<file path="src/verilog/pwm_timer_pkg.sv">
// Package: register map, field positions, reset values and types of the PWM timer channel
package pwm_timer_pkg;

	// ----------------------------------------------------------------
	// Register offsets (byte addresses, one aligned word each)
	// ----------------------------------------------------------------
	localparam logic [5:0] OFS_RUN_CONTROL   = 6'h00;
	localparam logic [5:0] OFS_CONV_TRIGGER  = 6'h04;
	localparam logic [5:0] OFS_MODE_CONTROL  = 6'h08;
	localparam logic [5:0] OFS_PIN_MODE      = 6'h0C;
	localparam logic [5:0] OFS_FUNCTION      = 6'h10;
	localparam logic [5:0] OFS_POLARITY      = 6'h14;
	localparam logic [5:0] OFS_INITIAL_LEVEL = 6'h18;
	localparam logic [5:0] OFS_SOURCE_CLEAR  = 6'h1C;
	localparam logic [5:0] OFS_COUNTER       = 6'h20;
	localparam logic [5:0] OFS_PERIOD        = 6'h24;
	localparam logic [5:0] OFS_CHANGE_B      = 6'h28;
	localparam logic [5:0] OFS_CHANGE_C      = 6'h2C;
	localparam logic [5:0] OFS_CHANGE_D      = 6'h30;
	localparam logic [5:0] OFS_STATUS        = 6'h34;
	localparam logic [5:0] OFS_IRQ_ENABLE    = 6'h38;
	localparam logic [5:0] OFS_OUTPUT_ENABLE = 6'h3C;

	// ----------------------------------------------------------------
	// Field positions
	// ----------------------------------------------------------------
	localparam int BIT_RUN0          = 0;
	localparam int BIT_CONTINUE0     = 2;
	localparam int BIT_SYNC          = 0;
	localparam int BIT_BUF_C         = 4;
	localparam int BIT_BUF_D         = 5;
	localparam int BIT_EXT_CLOCK     = 6;
	localparam int BIT_THREE_PHASE   = 7;
	localparam int POS_SOURCE        = 0;
	localparam int POS_CLEAR         = 5;
	localparam int BIT_FLAG_A        = 0;
	localparam int BIT_OVERFLOW      = 4;
	localparam int BIT_IRQ_A         = 0;
	localparam int POS_OUT_DISABLE   = 1;

	// ----------------------------------------------------------------
	// Encodings and reset values
	// ----------------------------------------------------------------
	localparam logic [2:0]  SOURCE_UNDIVIDED = 3'h0;
	localparam logic [2:0]  CLEAR_ON_PERIOD  = 3'h1;
	localparam logic [7:0]  RESET_BYTE       = 8'h00;
	localparam logic [7:0]  RESET_FUNCTION   = 8'h80;
	localparam logic [7:0]  RESET_OUT_DIS    = 8'h0F;
	localparam logic [15:0] RESET_WORD       = 16'hFFFF;
	localparam logic [15:0] COUNT_MAX        = 16'hFFFF;

	// Bus answer: read data comes one cycle after the request is seen
	typedef enum logic [2:0]
	{
		BUS_IDLE = 3'b001,
		BUS_ACK  = 3'b010,
		BUS_DONE = 3'b100
	} bus_state_t;

	// Per-pin compare configuration handed to each output stage
	typedef struct packed
	{
		logic        pwm_enable;
		logic        polarity;
		logic        initial_level;
		logic        output_disable;
		logic [15:0] change_point;
	} pin_config_t;

	// Match events of one count tick
	typedef struct packed
	{
		logic match_a;
		logic match_b;
		logic match_c;
		logic match_d;
		logic overflow;
	} match_events_t;

endpackage : pwm_timer_pkg

</file>
<file path="src/verilog/pwm_timer_channel.sv">
// Top level: 16-bit timer channel 0 in PWM mode with Avalon-MM registers
//
// Our own choices: the register offsets and register access over Avalon-MM.
`timescale 1ns/10ps

// Overview of operation
// - Run flag 0 stops counting and holds the counter value.
// - Continue-select bit chooses keep counting or stop at period match.
// - Four trigger enables; a cleared bit suppresses that compare's converter trigger.
// - Sync bit clear: counter 0 runs alone, no shared clear or preset.
// - Buffer selects 0 make C and D ordinary compare registers.
// - Pin-mode bit 1 makes pin B, C or D a PWM output.
// - External clock select 0 ignores the external clock pin.
// - Polarity bit 1 makes high the active pin level.
// - Initial-level bit 0 keeps pin inactive before first match.
// - Source field 000 counts on every system clock.
// - Clear field 001 clears counter on period match.
// - Counter increments once per tick from 0000h to FFFFh, readable and writable.
// - Counter overflow sets the overflow flag unless the period register also holds FFFFh.
// - Period register gives a period of value plus one ticks.
// - Change points B, C, D compare against counter 0 per pin.
// - Period match sets flag A; software reads then writes 0 to clear.
// - Interrupt request follows flag A only while enabled.
// - Output-disable bit 0 lets the waveform reach the pin.
module pwm_timer_channel
(
	// Clock and reset
	input  wire logic        i_clock,
	input  wire logic        i_rst,
	// Avalon-MM slave
	input  wire logic [5:0]  i_avs_address,
	input  wire logic        i_avs_read,
	input  wire logic        i_avs_write,
	input  wire logic [31:0] i_avs_writedata,
	input  wire logic [3:0]  i_avs_byteenable,
	output logic [31:0]      o_avs_readdata,
	output logic             o_avs_waitrequest,
	// External count clock pin
	input  wire logic        i_ext_clock,
	// PWM pins
	output logic [2:0]       o_pwm_pin,
	output logic [2:0]       o_pwm_pin_oe,
	// Events
	output logic             o_irq,
	output logic [3:0]       o_conv_trigger
);
	import pwm_timer_pkg::*;

	// ----------------------------------------------------------------
	// Registers
	// ----------------------------------------------------------------
	logic [7:0]  counter_run_control;
	logic [7:0]  converter_trigger_control;
	logic [7:0]  channel_mode_control;
	logic [7:0]  pwm_pin_mode_select;
	logic [7:0]  function_control;
	logic [7:0]  pwm_polarity_control;
	logic [7:0]  initial_output_level_control;
	logic [7:0]  count_source_and_clear_control;
	logic [15:0] channel0_counter;
	logic [15:0] period_compare;
	logic [15:0] change_point_b_compare;
	logic [15:0] change_point_c_compare;
	logic [15:0] change_point_d_compare;
	logic [7:0]  irq_enable;
	logic [7:0]  output_disable;
	logic        compare_a_flag;
	logic        overflow_flag;
	logic        flag_a_seen;
	logic        ovf_seen;

	logic          read_strobe;
	logic          write_strobe;
	logic          ext_prev;
	logic          tick;
	logic          running;
	logic          continue_sel;
	logic [15:0]   next_counter;
	match_events_t ev;
	logic [15:0]   wdata16;
	logic [7:0]    wdata8;
	pin_config_t   pin_cfg [3];

	// ----------------------------------------------------------------
	// Bus handshake
	// ----------------------------------------------------------------
	avalon_reg_slave bus_slave
	(
		.i_clock        (i_clock),
		.i_rst          (i_rst),
		.i_read         (i_avs_read),
		.i_write        (i_avs_write),
		.o_waitrequest  (o_avs_waitrequest),
		.o_read_strobe  (read_strobe),
		.o_write_strobe (write_strobe)
	);

	// Byte lanes: low byte for 8-bit registers, low half for 16-bit ones
	assign wdata8  = i_avs_byteenable[0] ? i_avs_writedata[7:0] : RESET_BYTE;
	assign wdata16 = i_avs_writedata[15:0];

	function automatic logic [15:0] merge16(input logic [15:0] old, input logic [15:0] val, input logic [1:0] be);
		merge16 = {be[1] ? val[15:8] : old[15:8], be[0] ? val[7:0] : old[7:0]};
	endfunction : merge16

	function automatic logic wr(input logic [5:0] ofs);
		wr = write_strobe && (i_avs_address == ofs);
	endfunction : wr

	// ----------------------------------------------------------------
	// Count source and run control
	// ----------------------------------------------------------------

	// Only the undivided clock is built; other source codes stall the count
	// External pin counts only when enabled, on its rising edge
	always_ff @(posedge i_clock or posedge i_rst)
	begin
		if (i_rst)
			ext_prev <= 1'b0;
		else
			ext_prev <= i_ext_clock;
	end

	always_comb
	begin
		if (function_control[BIT_EXT_CLOCK])
			tick = i_ext_clock & ~ext_prev;
		else if (count_source_and_clear_control[POS_SOURCE +: 3] == SOURCE_UNDIVIDED)
			tick = 1'b1;
		else
			tick = 1'b0;
	end

	assign running      = counter_run_control[BIT_RUN0];
	assign continue_sel = counter_run_control[BIT_CONTINUE0];

	// Compare events; sync bit is stored but counter 1 is absent, so channel runs alone
	assign ev.match_a  = running && tick && (channel0_counter == period_compare);
	assign ev.match_b  = running && tick && (channel0_counter == change_point_b_compare);
	assign ev.match_c  = running && tick && (channel0_counter == change_point_c_compare);
	assign ev.match_d  = running && tick && (channel0_counter == change_point_d_compare);
	assign ev.overflow = running && tick && (channel0_counter == COUNT_MAX) && !ev.match_a;

	// Counter next value
	always_comb
	begin
		next_counter = channel0_counter;
		if (running && tick)
		begin
			if (ev.match_a && count_source_and_clear_control[POS_CLEAR +: 3] == CLEAR_ON_PERIOD)
				next_counter = 16'h0000;
			else
				next_counter = channel0_counter + 16'h0001;
		end
	end

	// Counter: software write wins over counting in the same cycle
	always_ff @(posedge i_clock or posedge i_rst)
	begin
		if (i_rst)
			channel0_counter <= 16'h0000;
		else if (wr(OFS_COUNTER))
			channel0_counter <= merge16(channel0_counter, wdata16, i_avs_byteenable[1:0]);
		else
			channel0_counter <= next_counter;
	end

	// Run flag: cleared by a period match when continue-select is 0
	always_ff @(posedge i_clock or posedge i_rst)
	begin
		if (i_rst)
			counter_run_control <= RESET_BYTE;
		else if (wr(OFS_RUN_CONTROL))
			counter_run_control <= wdata8;
		else if (ev.match_a && !continue_sel)
			counter_run_control[BIT_RUN0] <= 1'b0;
	end

	// ----------------------------------------------------------------
	// Byte configuration registers
	// ----------------------------------------------------------------
	always_ff @(posedge i_clock or posedge i_rst)
	begin
		if (i_rst)
		begin
			converter_trigger_control      <= RESET_BYTE;
			channel_mode_control           <= RESET_BYTE;
			pwm_pin_mode_select            <= RESET_BYTE;
			function_control               <= RESET_FUNCTION;
			pwm_polarity_control           <= RESET_BYTE;
			initial_output_level_control   <= RESET_BYTE;
			count_source_and_clear_control <= RESET_BYTE;
			irq_enable                     <= RESET_BYTE;
			output_disable                 <= RESET_OUT_DIS;
		end
		else
		begin
			if (wr(OFS_CONV_TRIGGER))  converter_trigger_control      <= wdata8;
			if (wr(OFS_MODE_CONTROL))  channel_mode_control           <= wdata8;
			if (wr(OFS_PIN_MODE))      pwm_pin_mode_select            <= wdata8;
			if (wr(OFS_FUNCTION))      function_control               <= wdata8;
			if (wr(OFS_POLARITY))      pwm_polarity_control           <= wdata8;
			if (wr(OFS_INITIAL_LEVEL)) initial_output_level_control   <= wdata8;
			if (wr(OFS_SOURCE_CLEAR))  count_source_and_clear_control <= wdata8;
			if (wr(OFS_IRQ_ENABLE))    irq_enable                     <= wdata8;
			if (wr(OFS_OUTPUT_ENABLE)) output_disable                 <= wdata8;
		end
	end

	// Compare registers; reset to all ones so an unprogrammed channel never matches early
	always_ff @(posedge i_clock or posedge i_rst)
	begin
		if (i_rst)
		begin
			period_compare         <= RESET_WORD;
			change_point_b_compare <= RESET_WORD;
			change_point_c_compare <= RESET_WORD;
			change_point_d_compare <= RESET_WORD;
		end
		else
		begin
			if (wr(OFS_PERIOD))   period_compare         <= merge16(period_compare, wdata16, i_avs_byteenable[1:0]);
			if (wr(OFS_CHANGE_B)) change_point_b_compare <= merge16(change_point_b_compare, wdata16, i_avs_byteenable[1:0]);
			if (wr(OFS_CHANGE_C)) change_point_c_compare <= merge16(change_point_c_compare, wdata16, i_avs_byteenable[1:0]);
			if (wr(OFS_CHANGE_D)) change_point_d_compare <= merge16(change_point_d_compare, wdata16, i_avs_byteenable[1:0]);
		end
	end

	// ----------------------------------------------------------------
	// Status flags: a clear writes 0 after a read that saw the flag at 1
	// ----------------------------------------------------------------

	// Set beats clear in the same cycle, so no match is lost
	always_ff @(posedge i_clock or posedge i_rst)
	begin
		if (i_rst)
		begin
			compare_a_flag <= 1'b0;
			overflow_flag  <= 1'b0;
			flag_a_seen    <= 1'b0;
			ovf_seen       <= 1'b0;
		end
		else
		begin
			if (read_strobe && i_avs_address == OFS_STATUS)
			begin
				flag_a_seen <= compare_a_flag;
				ovf_seen    <= overflow_flag;
			end
			if (ev.match_a)
				compare_a_flag <= 1'b1;
			else if (wr(OFS_STATUS) && flag_a_seen && !wdata8[BIT_FLAG_A])
			begin
				compare_a_flag <= 1'b0;
				flag_a_seen    <= 1'b0;
			end
			if (ev.overflow)
				overflow_flag <= 1'b1;
			else if (wr(OFS_STATUS) && ovf_seen && !wdata8[BIT_OVERFLOW])
			begin
				overflow_flag <= 1'b0;
				ovf_seen      <= 1'b0;
			end
		end
	end

	// Interrupt request and converter triggers
	always_ff @(posedge i_clock or posedge i_rst)
	begin
		if (i_rst)
		begin
			o_irq          <= 1'b0;
			o_conv_trigger <= 4'h0;
		end
		else
		begin
			o_irq          <= compare_a_flag & irq_enable[BIT_IRQ_A];
			o_conv_trigger <= {ev.match_d, ev.match_c, ev.match_b, ev.match_a} & converter_trigger_control[3:0];
		end
	end

	// ----------------------------------------------------------------
	// Read data
	// ----------------------------------------------------------------
	always_ff @(posedge i_clock or posedge i_rst)
	begin
		if (i_rst)
			o_avs_readdata <= 32'h00000000;
		else if (read_strobe)
		begin
			unique case (i_avs_address)
				OFS_RUN_CONTROL:   o_avs_readdata <= {24'h000000, counter_run_control};
				OFS_CONV_TRIGGER:  o_avs_readdata <= {24'h000000, converter_trigger_control};
				OFS_MODE_CONTROL:  o_avs_readdata <= {24'h000000, channel_mode_control};
				OFS_PIN_MODE:      o_avs_readdata <= {24'h000000, pwm_pin_mode_select};
				OFS_FUNCTION:      o_avs_readdata <= {24'h000000, function_control};
				OFS_POLARITY:      o_avs_readdata <= {24'h000000, pwm_polarity_control};
				OFS_INITIAL_LEVEL: o_avs_readdata <= {24'h000000, initial_output_level_control};
				OFS_SOURCE_CLEAR:  o_avs_readdata <= {24'h000000, count_source_and_clear_control};
				OFS_COUNTER:       o_avs_readdata <= {16'h0000, channel0_counter};
				OFS_PERIOD:        o_avs_readdata <= {16'h0000, period_compare};
				OFS_CHANGE_B:      o_avs_readdata <= {16'h0000, change_point_b_compare};
				OFS_CHANGE_C:      o_avs_readdata <= {16'h0000, change_point_c_compare};
				OFS_CHANGE_D:      o_avs_readdata <= {16'h0000, change_point_d_compare};
				OFS_STATUS:        o_avs_readdata <= {27'h0000000, overflow_flag, 3'h0, compare_a_flag};
				OFS_IRQ_ENABLE:    o_avs_readdata <= {24'h000000, irq_enable};
				OFS_OUTPUT_ENABLE: o_avs_readdata <= {24'h000000, output_disable};
				default:           o_avs_readdata <= 32'h00000000;
			endcase
		end
	end

	// ----------------------------------------------------------------
	// PWM pin stages B, C, D
	// ----------------------------------------------------------------
	assign pin_cfg[0] = '{pwm_pin_mode_select[0], pwm_polarity_control[0], initial_output_level_control[1],
		output_disable[POS_OUT_DISABLE], change_point_b_compare};
	assign pin_cfg[1] = '{pwm_pin_mode_select[1], pwm_polarity_control[1], initial_output_level_control[2],
		output_disable[POS_OUT_DISABLE + 1], change_point_c_compare};
	assign pin_cfg[2] = '{pwm_pin_mode_select[2], pwm_polarity_control[2], initial_output_level_control[3],
		output_disable[POS_OUT_DISABLE + 2], change_point_d_compare};

	generate
		for (genvar p = 0; p < 3; p++)
		begin : g_pin
			pwm_pin_stage stage
			(
				.i_clock        (i_clock),
				.i_rst          (i_rst),
				.i_config       (pin_cfg[p]),
				.i_running      (running),
				.i_tick         (tick),
				.i_match        (p == 0 ? ev.match_b : (p == 1 ? ev.match_c : ev.match_d)),
				.i_period_match (ev.match_a),
				.o_pin          (o_pwm_pin[p]),
				.o_pin_oe       (o_pwm_pin_oe[p])
			);
		end
	endgenerate

endmodule : pwm_timer_channel

</file>
<file path="src/verilog/pwm_pin_stage.sv">
// PWM output stage for one change-point pin
`timescale 1ns/10ps

module pwm_pin_stage
(
	// Clock and reset
	input  wire logic                       i_clock,
	input  wire logic                       i_rst,
	// Configuration and events
	input  wire pwm_timer_pkg::pin_config_t i_config,
	input  wire logic                       i_running,
	input  wire logic                       i_tick,
	input  wire logic                       i_match,
	input  wire logic                       i_period_match,
	// Pin
	output logic                            o_pin,
	output logic                            o_pin_oe
);
	import pwm_timer_pkg::*;

	logic active;

	// Active state: set at own change point, cleared at period match
	always_ff @(posedge i_clock or posedge i_rst)
	begin
		if (i_rst)
			active <= 1'b0;
		else if (!i_running)
			active <= i_config.initial_level;
		else if (i_tick && i_config.pwm_enable && i_match)
			active <= 1'b1;
		else if (i_tick && i_config.pwm_enable && i_period_match)
			active <= 1'b0;
	end

	// Pin level: polarity 1 means high is the active level
	always_ff @(posedge i_clock or posedge i_rst)
	begin
		if (i_rst)
		begin
			o_pin    <= 1'b0;
			o_pin_oe <= 1'b0;
		end
		else
		begin
			o_pin    <= i_config.polarity ? active : ~active;
			o_pin_oe <= i_config.pwm_enable & ~i_config.output_disable;
		end
	end

endmodule : pwm_pin_stage

</file>
<file path="src/verilog/avalon_reg_slave.sv">
// Avalon-MM slave handshake: decodes a request into one-cycle strobes
`timescale 1ns/10ps

module avalon_reg_slave
(
	// Clock and reset
	input  wire logic       i_clock,
	input  wire logic       i_rst,
	// Avalon-MM request
	input  wire logic       i_read,
	input  wire logic       i_write,
	// Strobes to the register file
	output logic            o_waitrequest,
	output logic            o_read_strobe,
	output logic            o_write_strobe
);
	import pwm_timer_pkg::*;

	bus_state_t state;

	// An access arriving in IDLE waits one cycle, then is released; DONE lets the master drop the request
	always_ff @(posedge i_clock or posedge i_rst)
	begin
		if (i_rst)
			state <= BUS_IDLE;
		else
		begin
			unique case (state)
				BUS_IDLE: if (i_read || i_write) state <= BUS_ACK;
				BUS_ACK:  state <= BUS_DONE;
				BUS_DONE: state <= BUS_IDLE;
			endcase
		end
	end

	// Waitrequest drops in the ACK cycle only
	assign o_waitrequest  = (state != BUS_ACK);
	// Read data latch as the request is taken, so they stand through the answer cycle
	assign o_read_strobe  = (state == BUS_IDLE) && i_read;
	assign o_write_strobe = (state == BUS_ACK) && i_write;

endmodule : avalon_reg_slave

</file>
<file path="config.mk">
export PLATFORM = sky130hd
export DESIGN_NAME = pwm_timer_channel
export DESIGN_NICKNAME = d
export VERILOG_FILES = /design/src/verilog/pwm_timer_pkg.sv /design/src/verilog/pwm_timer_channel.sv /design/src/verilog/pwm_pin_stage.sv /design/src/verilog/avalon_reg_slave.sv
export SDC_FILE = /design/constraint.sdc
export NUM_CORES = 1
export LEC_CHECK = 0
export BUFFER_PORTS_ARGS = -buffer_cell sky130_fd_sc_hd__buf_2
export CAP_MARGIN = 20
export CORE_ASPECT_RATIO = 1.75
export CORE_MARGIN = 2
export CORE_UTILIZATION = 50
export CTS_CLUSTER_SIZE = 8
export DETAILED_ROUTE_END_ITERATION = 16
export PLACE_DENSITY_LB_ADDON = 0.15
export SYNTH_ARGS = -nofsm -noshare
export SYNTH_HDL_FRONTEND = slang
export SYNTH_SLANG_ARGS = --single-unit
</file>
<file path="constraint.sdc">
create_clock -name i_clock -period 7.09 [get_ports i_clock]
set_input_delay 0 -clock i_clock [delete_from_list [all_inputs] [get_ports i_clock]]
set_output_delay 0 -clock i_clock [all_outputs]
set_load 0.01 [all_outputs]
</file>
; Word level (Yosys, flattened, before mapping)
; Cells that the tools add are included.
[totals]
regBits = 214
input_bits = 47
[op_classes]
n_reduce_logical = 62
mux = 35
add_sub_neg = 1
n_eq_ne = 31
n_bitwise = 13
[ops]
columns = cell, n
row1 = 16-bit one-hot mux with 16 select lines, 1
row2 = 16-bit equality test, 4
row3 = 6-bit equality test (second input constant), 8
row4 = 16-bit two-way mux, 3
row5 = 1-bit logical AND, 41
row6 = 1-bit two-way mux, 26
row7 = 6-bit by 5-bit equality test with 1-bit output (second input constant), 4
row8 = 8-bit two-way mux, 3
row9 = 2-bit AND reduction, 10
row10 = 16-bit by 1-bit adder with 16-bit output (second input constant), 1
row11 = 16-bit equality test (second input constant), 1
row12 = 6-bit by 4-bit equality test with 1-bit output (second input constant), 2
row13 = 3-bit by 1-bit != test with 1-bit output (second input constant), 3
row14 = 3-bit one-hot mux with 3 select lines, 1
row15 = 2-bit nonzero test, 4
row16 = 1-bit inverter, 7
row17 = 3-bit by 1-bit equality test with 1-bit output (second input constant), 2
row18 = 6-bit by 3-bit equality test with 1-bit output (second input constant), 1
row19 = 6-bit logical NOT, 1
row20 = 1-bit bitwise AND, 5
row21 = 4-bit bitwise AND, 1
row22 = 1-bit logical NOT, 4
row23 = 2-bit != test (second input constant), 2
row24 = 3-bit by 2-bit equality test with 1-bit output (second input constant), 1
row25 = 6 further kinds, 6

; Longest topological paths before layout
; Gate-level depths: netlist (run 1).
[depth]
word_depth = 9
ltp_mapped = 9
depth_no_buf = 7

; Modules after synthesis
; A second synthesis (run 1) with hierarchy kept.
[unflattened]
hier_cells = 1005
hier_area_um2 = 10292.4
[by_module_without_submodules]
columns = mod, cells_per_inst, n_inst, area_per_inst_um2
row1 = pwm_timer_channel, 961, 1, 9783.1
row2 = pwm_pin_stage, 10, 3, 116.4
row3 = avalon_reg_slave, 14, 1, 160.2

; Worst setup path before layout (run 1)
; OpenSTA, ideal clock, no wires.
[synth_timing]
path_kind = reg-to-reg
start = register channel0_counter[8]
end = register channel0_counter[11]
setup_time_ps = 130
synth_period_minus_slack_ps = 2048
path_stages_with_launch = 9
arrival_time_ps = 1918
slack_ps = 5042
n_path_buf = 2
path_cell_list = dfrtp_1 > clkbuf_1 > xnor2_1 > nand4_1 > nor4_1 > a21oi_1 > buf_2 > a32oi_1 > o21ai_0
[synth_via]
elab_chain_len = 6
[synth_rtl]
columns = element, line_no
row1 = start: declaration, pwm_timer_channel.sv:60  ; logic [15:0] channel0_counter;
row2 = start signal: assignment, pwm_timer_channel.sv:163  ; channel0_counter <= merge16(channel0_counter, wdata16, i_avs_byteenable[1:0]);
row3 = start signal: assignment, pwm_timer_channel.sv:165  ; channel0_counter <= next_counter;
row4 = branches (longest 3 deep; another with 16-bit by 1-bit adder with 16-bit output), n/a
row5 = 16-bit two-way mux *, pwm_timer_channel.sv:150  ; if (ev.match_a && count_source_and_clear_control[POS_CLEAR +: 3] == CLEAR_ON_PERIOD)
row6 = 16-bit two-way mux *, pwm_timer_channel.sv:148  ; if (running && tick)
row7 = 16-bit two-way mux *, pwm_timer_channel.sv:162  ; else if (wr(OFS_COUNTER))
; Mark *: on every way between the ends. The select of a mux whose other input is x is not followed.
; A chain may end at the register's enable or synchronous reset.

; Final worst setup path (run 1)
[layout_timing]
start = register channel0_counter[1]
end = register channel0_counter[12]
; Same word-level chain as after synthesis.

==> summary.md, run 1 <==
| Metric | Value |
|---|---|
| Status | `complete, no violations` |
| Buf+Inv Stages, Crit Path | `0` |
| Number of global-route vias before repair | `7,737` |
| Final setup violation count | `0` |
| Root Buffer | `clkbuf_16` |
| Clock Tree Buf Depth | `2` |
| FF-to-FF Start | `channel0_counter[1]` |
| Netlist cell types | `61` |
| Worst min-delay path startpoint | `i_avs_read` |
| Cell mode on critical path | `nand2_1` |
| CP Data Required Time | `7.43 ns` |
| Die H | `192 um` |
| Routability cong. | `1.01` |
| Antenna violations before repair | `0` |
| Placement Setup Slack | `4.44 ns` |
| Post-synth top area share | `31.7%` |
| Crit Path Max Fanout | `9` |
| Hold Slack | `0.193 ns` |
| Routed len/inst | `24.6 um` |
| Max Clock Skew | `0.0103 ns` |
| Synth area leaders | `dfrtp_1 (32%), dfstp_2 (18%), mux2_2 (7.5%)` |
| HP Class | `in -> reg` |
| Initial core utilization | `51.1%` |
| Crit Path Class | `reg -> reg` |
| # IOs | `91` |
| Clock Sinks | `198` |
| Least-Margin Pin Slew | `1.03 ns` |
| Port bufs | `56` |
| Row Count | `68` |
| Crit path from | `channel0_counter[1]` |
| Resized cells post-CTS | `0` |
| Largest net degree at the start of global routing | `128` |
| H-tree depth | `4` |
| Period minus WS final | `2.78 ns` |
| Core box area | `19,700 um^2` |
| Slowest cell on crit path | `nor4_1` |
| Part of the cycle the worst path needs | `39.2%` |
| Worst rel slew slack | `30.9%` |
| Pwr Density | `275 nW/um^2` |
| RSZ-0062 raised after global routing | `false` |
| Post-DP HPWL | `23,000 um` |
| Vias after detailed routing | `7,788` |
| Post-synth top cells | `nand2_1 (137), dfrtp_1 (128), o21ai_0 (94), dfstp_2 (70), mux2_2 (67)` |
| Peak supply drop | `0.000201 V` |
| Vias/cell | `6.08` |
| Syn_area_per_cell | `10.3 um^2` |
| DR iter-0 viols | `653` |
| Post-synthesis cell count | `978` |
| Final Max Tran Viols | `0` |
| Flop and latch count out of synthesis | `198` |
| Sequential fraction of the synthesis area | `50.0%` |
| Clk Latency, worst-skew pair | `0.45 ns` |
| Setup crit start kind | `flip-flop` |
| Synthesis-to-layout area growth | `11.9%` |
| Fin. Hold Viols | `0` |
| Die width | `111 um` |
| Setup Total Neg Slack | `0 ns` |
| Clock slew at reported path FFs | `0.07 ns` |
| Fin nets | `1,070` |
| Cell family with most CP delay | `simple AND/OR/NAND/NOR gates` |
| Worst Setup Slack, final | `4.31 ns` |
| Number of max-cap violations | `0` |
| Static leakage | `4.88 nW` |
| Yosys Warn Count | `0` |
| CTS tree | `built` |
| First-pass GRT wire length | `47,800 um` |
| Layout cells sized above 1 | `25.4%` |
| Mapped Area | `10,100 um^2` |
| DRT Pass-1 Iters | `6` |
| Num CTS Buffers | `17` |
| Post-route ant nets | `0` |
| Die area | `21,400 um^2` |
| Arr. time, crit path | `3.12 ns` |
| Post-synth ARST share | `100%` |
| Crit-path cells | `xnor2_1 > nand4_1 > nor4_1 > nand2_1 > a222oi_1 > nand2_1` |
| Crit-path max cell delay | `0.61 ns` |
| Primary FF master, synth | `dfrtp_1` |
| Crit end category | `flip-flop` |
| Routed WL | `31,500 um` |
| Fmax | `360 MHz` |
| GRT Residual Overflow | `0` |
| GRT Total Usage | `30.4%` |
| Yosys top cell by area | `dfrtp_1` |
| PnR Total Power | `3.11 mW` |
| Remaining DRCs | `0` |
| Diodes inserted | `0` |
| Post-synth EDFFs | `0` |
| Most frequent cell after synthesis | `nand2_1` |
## registers in the layout, indices dropped and copies added (netlist names), 16 cells and up
signal                  count
change_point_b_compare     16
change_point_c_compare     16
change_point_d_compare     16
channel0_counter           16
o_avs_readdata             16
period_compare             16
## worst register-to-register path, stage by stage, from the launching register on
cell and delay, ns:
dfrtp_1 0.51, xnor2_1 0.36, nand4_1 0.30, nor4_1 0.62
nand2_1 0.42, a222oi_1 0.38, nand2_1 0.08
## metal layers
layer | track usage (%) | vias to the layer above | part of all wire (%)
li1 | - | 3552 | -
met1 | 33.5 | 3856 | 36
met2 | 55.5 | 292 | 54
met3 | 3.98 | 88 | 4.0
met4 | 18.1 | 0 | 6.0
met5 | 0 | - | 0
## placed cells by master (no fill, tap or decap), types with 17 or more instances in the layout
| cell type | instances |
|---|---|
| nor4_1 | 17 |
| xor2_1 | 50 |
| dfrtp_1 | 128 |
| buf_2 | 56 |
| dlygate4sd3_1 | 23 |
| mux2_2 | 67 |
| a21oi_1 | 36 |
| xnor2_1 | 20 |
| o21ai_0 | 94 |
| nand2_1 | 137 |
| nor2_1 | 50 |
| clkbuf_16 | 17 |
| nand3_1 | 21 |
| dfstp_2 | 70 |
## final cells by class
class,count,area (um^2)
fill,1785,8450
multi-input combinational,699,4660
clock buffer,20,457
timing repair buffer,93,616
tap,245,307
clock inverter,12,151
sequential,198,5040
inverter,13,56.3
## timing repair
action / CTS / global route
endpoints found under the hold margin: 171 / 0
buffers inserted: 0 / 0
hold buffers: 23 / 0
## where the power goes
group / switching, mW / internal (mW) / total, mW
combinational: 0.352 / 0.255 / 0.606
sequential: 0.192 / 1.30 / 1.49
clock: 0.436 / 0.573 / 1.01
## final timing paths
| kind | end | slack [ns] | cells after the start |
|---|---|---|---|
| setup / recovery | channel0_counter[12] | 4.31 | 6 |
| setup reg to reg | channel0_counter[12] | 4.31 | 6 |
| hold / removal | o_avs_readdata[1] | 0.19 | 5 |
| max in group asynchronous | counter_run_control[6] | 5.41 | 4 |
| hold reg to reg | pwm_polarity_control[6] | 0.47 | 2 |
| min in group asynchronous | o_avs_readdata[14] | 0.23 | 3 |
## logic make-up after synthesis
kind of cell | after synthesis | share of synthesized area [%]
simple gates | 308 | 14.7
compound gates | 210 | 12.9
flops | 198 | 50.0
buf+inv | 96 | 4.60
mux | 94 | 11.6
xor+xnor | 70 | 6.07
fa+ha+maj | 1 | 0.124
other cells | 1 | 0.0372
## per-stage QoR
stage               utilization [%]  cell area (um^2)  instances
floorplan                         -             10100        993
global placement               52.9             10400       1224
detailed placement             52.9             10500       1225
CTS                            57.2             11300       1280
global route                   57.2             11300       1280
finish                         57.2             11300       1280
Note: power is estimated with default switching activity, not from simulation.
==> run 2, diff against run 1 <==
ABC_AREA = 1   (was not set)
clock period = 2.9 ns   (was 7.09 ns; I/O delays follow)
==> run 2 against run 1 <==
Against the previous run:
- highest routed layer unchanged
- largest power group unchanged
- worst hold slack lost 0.17 ns
- via count grew 16%
- register-to-register slack lost 3.5 ns
- critical endpoint is now channel0_counter[2]
- fmax grew 32%
==> summary.md, run 2 <==
| Metric | Value |
|---|---|
| First-pass GRT wire length | `49,600 um` |
| Logic pwr share | `24.7%` |
| Die area | `21,900 um^2` |
| Yosys Warn Count | `0` |
| Number of global-route vias before repair | `9,012` |
| H-tree depth | `4` |
| Flop and latch count out of synthesis | `198` |
| Primary FF master, synth | `dfrtp_1` |
| Crit Path Max Fanout | `17` |
| Crit-path max cell delay | `0.39 ns` |
| Clk Latency, worst-skew pair | `0.46 ns` |
| Initial core utilization | `51.1%` |
| Root Buffer | `clkbuf_16` |
| Clock power frac | `29.5%` |
| Layout Cells excl Fill | `1,658` |
| Mapped Area | `10,400 um^2` |
| Netlist cell types | `38` |
| Part of the cycle the worst path needs | `72.6%` |
| Fin nets | `1,445` |
| Sw Ratio | `35.7%` |
| GRT Residual Overflow | `0` |
| Cell mode on critical path | `nand2_1` |
| Crit Path Class | `reg -> reg` |
| Commonest non-fill, non-tap cell in the layout | `nand2_1` |
| Yosys top cell by area | `dfrtp_1` |
| Post-synth EDFFs | `0` |
| Setup crit start kind | `flip-flop` |
| Layout cells sized above 1 | `15.9%` |
| Resized cells post-CTS | `0` |
| # IOs | `91` |
| Routability cong. | `0.944` |
| Sequential fraction of the synthesis area | `48.7%` |
| Static leakage | `5.27 nW` |
| Vias after detailed routing | `9,005` |
| Post-route ant nets | `0` |
| Vias/cell | `5.43` |
| DR iter-0 viols | `667` |
| Crit-path cells | `inv_1 > nand3_2 > nor2_4 > nand2_4 > nand2_2 > nand2_1 > inv_2 > nand2_1 > o211ai_1` |
| Diodes inserted | `0` |
| Slowest cell on crit path | `dfrtp_1` |
| Antenna violations before repair | `0` |
| Switching power | `2.86 mW` |
| Max Clock Skew | `0.0116 ns` |
| Clock Sinks | `198` |
| GRT Total Usage | `30.0%` |
| Syn_area_per_cell | `7.73 um^2` |
| Largest net degree at the start of global routing | `46` |
| Routed WL | `31,700 um` |
| Final Max Tran Viols | `0` |
| Power Internal | `5.16 mW` |
| Inst Count DP | `1,607` |
| Clock Tree Buf Depth | `2` |
| Number of max-cap violations | `0` |
| Post-synth top cells | `nand2_1 (494), o21ai_0 (157), dfrtp_1 (128), inv_1 (83), nor2_1 (76)` |
| CP Data Required Time | `3.26 ns` |
| Period minus WS final | `2.11 ns` |
| Status | `complete, no violations` |
| Post-synthesis cell count | `1,340` |
| Core box area | `20,300 um^2` |
| Port bufs | `56` |
| Routed len/inst | `19.1 um` |
| Post-synth top area share | `30.9%` |
| Pwr Density | `694 nW/um^2` |
| Fin. Hold Viols | `0` |
| Sequential Area | `5040 um^2` |
| Clock slew at reported path FFs | `0.07 ns` |
| Footprint of the multi-input gates | `4610 um^2` |
| Fillers | `1,883` |
| Least-Margin Pin Slew | `0.914 ns` |
| Setup Total Neg Slack | `0 ns` |
| DRT Pass-1 Iters | `5` |
| Share of power burned in registers | `45.8%` |
| Num CTS Buffers | `17` |
| Worst rel slew slack | `39.0%` |
| Synthesis-to-layout area growth | `11.6%` |
| Commonest cells after routing, fill and taps aside | `nand2_1 (494), o21ai_0 (157), dfrtp_1 (128)` |
| Die width | `113 um` |
| Remaining DRCs | `0` |
| Reg2reg setup slack | `0.79 ns` |
| HP Class | `in -> reg` |
| Synth area leaders | `dfrtp_1 (31%), nand2_1 (18%), dfstp_2 (18%)` |
| Hold Slack | `0.0248 ns` |
| Post-DP HPWL | `24,000 um` |
| Peak supply drop | `0.000462 V` |
| Fmax | `475 MHz` |
| Most frequent cell after synthesis | `nand2_1` |
| Final setup violation count | `0` |
| RSZ-0062 raised after global routing | `false` |
| Crit end category | `flip-flop` |
| Die H | `194 um` |
| PnR Total Power | `8.03 mW` |
| Arr. time, crit path | `2.46 ns` |
| CTS tree | `built` |
| Post-synth ARST share | `100%` |
| Row Count | `69` |
| Util after Layout | `57.0%` |
## run 2: kinds of logic (layout without fill, tap and decap cells)
| kind of cell | count (synthesis) | in the layout | synth area share [%] |
|---|---|---|---|
| AOI/OAI and AO/OA | 214 | 214 | 11.0 |
| xor gates and xnor gates | 47 | 47 | 3.97 |
| adders and majority gates | 1 | 1 | 0.121 |
| buffers and inverters | 169 | 224 | 7.42 |
| DFF | 198 | 198 | 48.7 |
| other | 1 | 16 | 0.0362 |
| and+or+nand+nor | 710 | 710 | 28.8 |
## run 2: repair_timing
item                      in CTS  in global routing
hold buffers                  19                  0
setup buffers                  0                  0
hold endpoints to repair      91                  0
## run 2: final cells by class
| class | count | share of cell area, % |
|---|---|---|
| clock buffer | 18 | 3.80 |
| inverter | 98 | 3.21 |
| clock inverter | 14 | 1.22 |
| timing repair buffer | 94 | 5.63 |
| multi-input combinational | 988 | 39.8 |
| tap | 248 | 2.68 |
| sequential | 198 | 43.6 |
## run 2: worst max-delay path: cells and delay by family (launching register included)
family	cells	cell delay [ns]
and+or+nand+nor	6	1.31
DFF	1	0.39
buffers and inverters	2	0.20
AOI/OAI and AO/OA	1	0.10
## run 2: path summary, 6_finish.rpt
| kind | end | cells after the start | start |
|---|---|---|---|
| setup / recovery | channel0_counter[2] | 9 | bus_slave.state[2] |
| hold / removal | change_point_d_compare[6] | 3 | i_avs_writedata[6] |
| setup reg to reg | channel0_counter[2] | 9 | bus_slave.state[2] |
| hold reg to reg | o_avs_readdata[14] | 2 | o_avs_readdata[14] |
| max in group asynchronous | change_point_c_compare[7] | 4 | i_rst |
| min in group asynchronous | pwm_pin_mode_select[2] | 3 | i_rst |
## run 2: metal layers
layer	track usage [%]	wire, um	vias to the layer above
met1	32.3	11300	4266
met2	52.6	16500	262
li1	-	-	4370
met3	4.05	1250	107
met4	22.6	2680	0
met5	0	0	-
## run 2: power groups by stage
stage          logic (mW)  clock network (mW)  registers (mW)
2_1_floorplan        1.68                   0            3.41
3_3_place_gp         1.92                   0            3.70
3_5_place_dp         1.95                   0            3.71
4_1_cts              1.98                2.40            3.66
5_1_grt              2.23                2.50            3.73
6_report             1.98                2.37            3.68
## run 2: per-stage QoR
stage	cell area, um^2	setup WS [ns]
2_1_floorplan	10400	0.397
3_3_place_gp	10800	0.838
3_5_place_dp	10800	0.793
4_1_cts	11600	0.783
5_1_grt	11600	0.595
6_report	11600	0.794
==> run 3, diff against run 2 <==
ABC_AREA = 0   (was 1)
clock period = 1.8 ns   (was 2.9 ns; I/O delays follow)
==> run 3 against run 2 <==
Against the previous run:
- the flow now finishes with violations (setup timing)
- clock skew shrank 0.0024 ns
- combinational power grew 120%
- routed wire length grew 17%
- final cell count shrank 11%
- critical path depth shrank 1
- global-route usage grew 5.0 points
- power grew 75%
- critical endpoint is now g_pin[2].stage.active
==> summary.md, run 3 (synthesis results as in run 1) <==
| Metric | Value |
|---|---|
| Crit-path cells | `xnor2_1 > nand4_1 > buf_4 > nor2_2 > buf_6 > and2_4 > a21oi_1 > a221o_1` |
| Period minus WS final | `2.00 ns` |
| Placed Area | `11,900 um^2` |
| Slowest cell on crit path | `dfstp_2` |
| Routed WL | `37,000 um` |
| Die width | `111 um` |
| Arr. time, crit path | `2.33 ns` |
| Least-Margin Pin Slew | `1.17 ns` |
| Layout cells sized above 1 | `47.2%` |
| Clock Sinks | `198` |
| Layout Cells excl Fill | `1,479` |
| Port bufs | `56` |
| Diodes inserted | `0` |
| Crit Path Max Fanout | `4` |
| Max Clock Skew | `0.00918 ns` |
| Setup crit start kind | `flip-flop` |
| Part of the cycle the worst path needs | `111%` |
| Static leakage | `6.21 nW` |
| Fin nets | `1,269` |
| Fillers | `1,475` |
| Post-route ant nets | `0` |
| Remaining DRCs | `0` |
| CTS tree | `built` |
| Num CTS Buffers | `17` |
| Crit end category | `flip-flop` |
| Antenna violations before repair | `0` |
| GRT Total Usage | `35.0%` |
| Number of max-cap violations | `0` |
| Commonest non-fill, non-tap cell in the layout | `buf_4` |
| Fmax | `501 MHz` |
| Row Count | `68` |
| Setup Total Neg Slack | `-5.08 ns` |
| First-pass GRT wire length | `54,900 um` |
| Failing checks | `setup timing` |
| RSZ-0062 raised after global routing | `true` |
| GRT Residual Overflow | `0` |
| Clock slew at reported path FFs | `0.07 ns` |
| Clk Latency, worst-skew pair | `0.45 ns` |
| Initial core utilization | `51.1%` |
| Util after Layout | `70.5%` |
| Final Instance Area | `13,900 um^2` |
| Crit-path max cell delay | `0.54 ns` |
| Final Max Tran Viols | `0` |
| Commonest cells after routing, fill and taps aside | `buf_4 (153), dfrtp_1 (126), nand2_1 (96)` |
| Post-DP HPWL | `27,000 um` |
| Largest net degree at the start of global routing | `68` |
| Routability cong. | `1.03` |
| HP Class | `in -> async` |
| Final setup violation count | `81` |
| Switching power | `4.53 mW` |
| Routed len/inst | `25.0 um` |
| Synthesis-to-layout area growth | `37.9%` |
| Sw Ratio | `32.3%` |
| Logic pwr share | `31.3%` |
| Share of power burned in registers | `40.1%` |
| # IOs | `91` |
| Worst Setup Slack, final | `-0.196 ns` |
| Die H | `192 um` |
| Vias/cell | `6.03` |
| Status | `complete, but fails checks` |
| DRT Pass-1 Iters | `5` |
| H-tree depth | `4` |
| CP Data Required Time | `2.13 ns` |
| Die area | `21,400 um^2` |
| Number of global-route vias before repair | `8,865` |
| Peak supply drop | `0.000774 V` |
| Crit Path Class | `reg -> reg` |
| Fin. Hold Viols | `0` |
| Pwr Density | `1010 nW/um^2` |
| Clock Tree Buf Depth | `2` |
| Core box area | `19,700 um^2` |
| DR iter-0 viols | `730` |
| Power Internal | `9.50 mW` |
| Placement Setup Slack | `-0.451 ns` |
| Inst Count DP | `1,399` |
| Root Buffer | `clkbuf_16` |
| Worst rel slew slack | `21.8%` |
| Clock power frac | `28.6%` |
| Vias after detailed routing | `8,920` |
-- run 3: changes by cell type in the layout (fill, tap and decap cells not counted), sizes merged, moves of 12 or more --
cell	delta
mux2i	+15
nand4	-14
mux4	+12
mux2	+67
nor2	-42
nand2	-368
inv	-90
o21ai	-77
xor2	+25
nor4	+16
nand3	-24
a21oi	+20
buf	+195
-- run 3: cell type report --
| cell class | instances | area [um^2] | area share (%) |
|---|---|---|---|
| multi-input cells | 700 | 5400 | 38.8 |
| repair buffers | 291 | 2500 | 17.9 |
| clock inverters | 7 | 118 | 0.845 |
| inverters | 13 | 52.6 | 0.378 |
| clock buffers | 25 | 495 | 3.56 |
| well taps | 245 | 307 | 2.20 |
| flip-flops and latches | 198 | 5040 | 36.3 |
-- run 3: power groups by stage --
stage | sequential [mW] | clock (mW) | combinational (mW)
5_1_grt | 5.69 | 4.22 | 4.59
4_1_cts | 5.61 | 4.06 | 3.93
3_3_place_gp | 5.61 | 0 | 3.45
6_report | 5.63 | 4.01 | 4.39
2_1_floorplan | 5.56 | 0 | 1.84
3_5_place_dp | 5.63 | 0 | 3.47
-- run 3: critical path: cells and delay by family, from the launching register on --
family,cells,cell delay [ns]
xor gates and xnor gates,1,0.18
buffers and inverters,2,0.32
and+or+nand+nor,3,0.50
AOI/OAI and AO/OA,2,0.34
DFF,1,0.54
-- run 3: per-layer routing --
metal	up-vias	share of wire [%]	global-route usage [%]
met5	-	0	0
met4	0	8.4	23.0
met3	152	5.6	6.28
met2	405	52	63.3
met1	4408	34	37.3
li1	3955	-	-
-- run 3: through the flow --
stage	total power, mW	hold WS [ns]
floorplan	7.40	0.0314
global placement	9.06	0.0631
detailed placement	9.11	0.0582
CTS	13.6	0.136
global route	14.5	0.180
finish	14.0	0.134
-- run 3: final timing paths --
kind	startpoint	endpoint	slack (ns)	cells past startpoint
setup / recovery	period_compare[2]	g_pin[2].stage.active	-0.20	8
hold / removal	i_rst	channel0_counter[6]	0.13	3
setup reg to reg	period_compare[2]	g_pin[2].stage.active	-0.20	8
hold reg to reg	function_control[7]	function_control[7]	0.47	2
max in group asynchronous	i_rst	change_point_b_compare[14]	0.90	4
min in group i_clock	i_avs_byteenable[0]	channel0_counter[2]	0.18	4
-- run 3: timing repair --
item                                   4_1_cts  5_1_grt
setup endpoints to repair                  118      120
endpoints found under the hold margin      164        0
setup buffers                               13       14
gates resized for setup                    128      128
pin swaps                                   34       50
hold buffers                                21        0
gates cloned                                 5        2
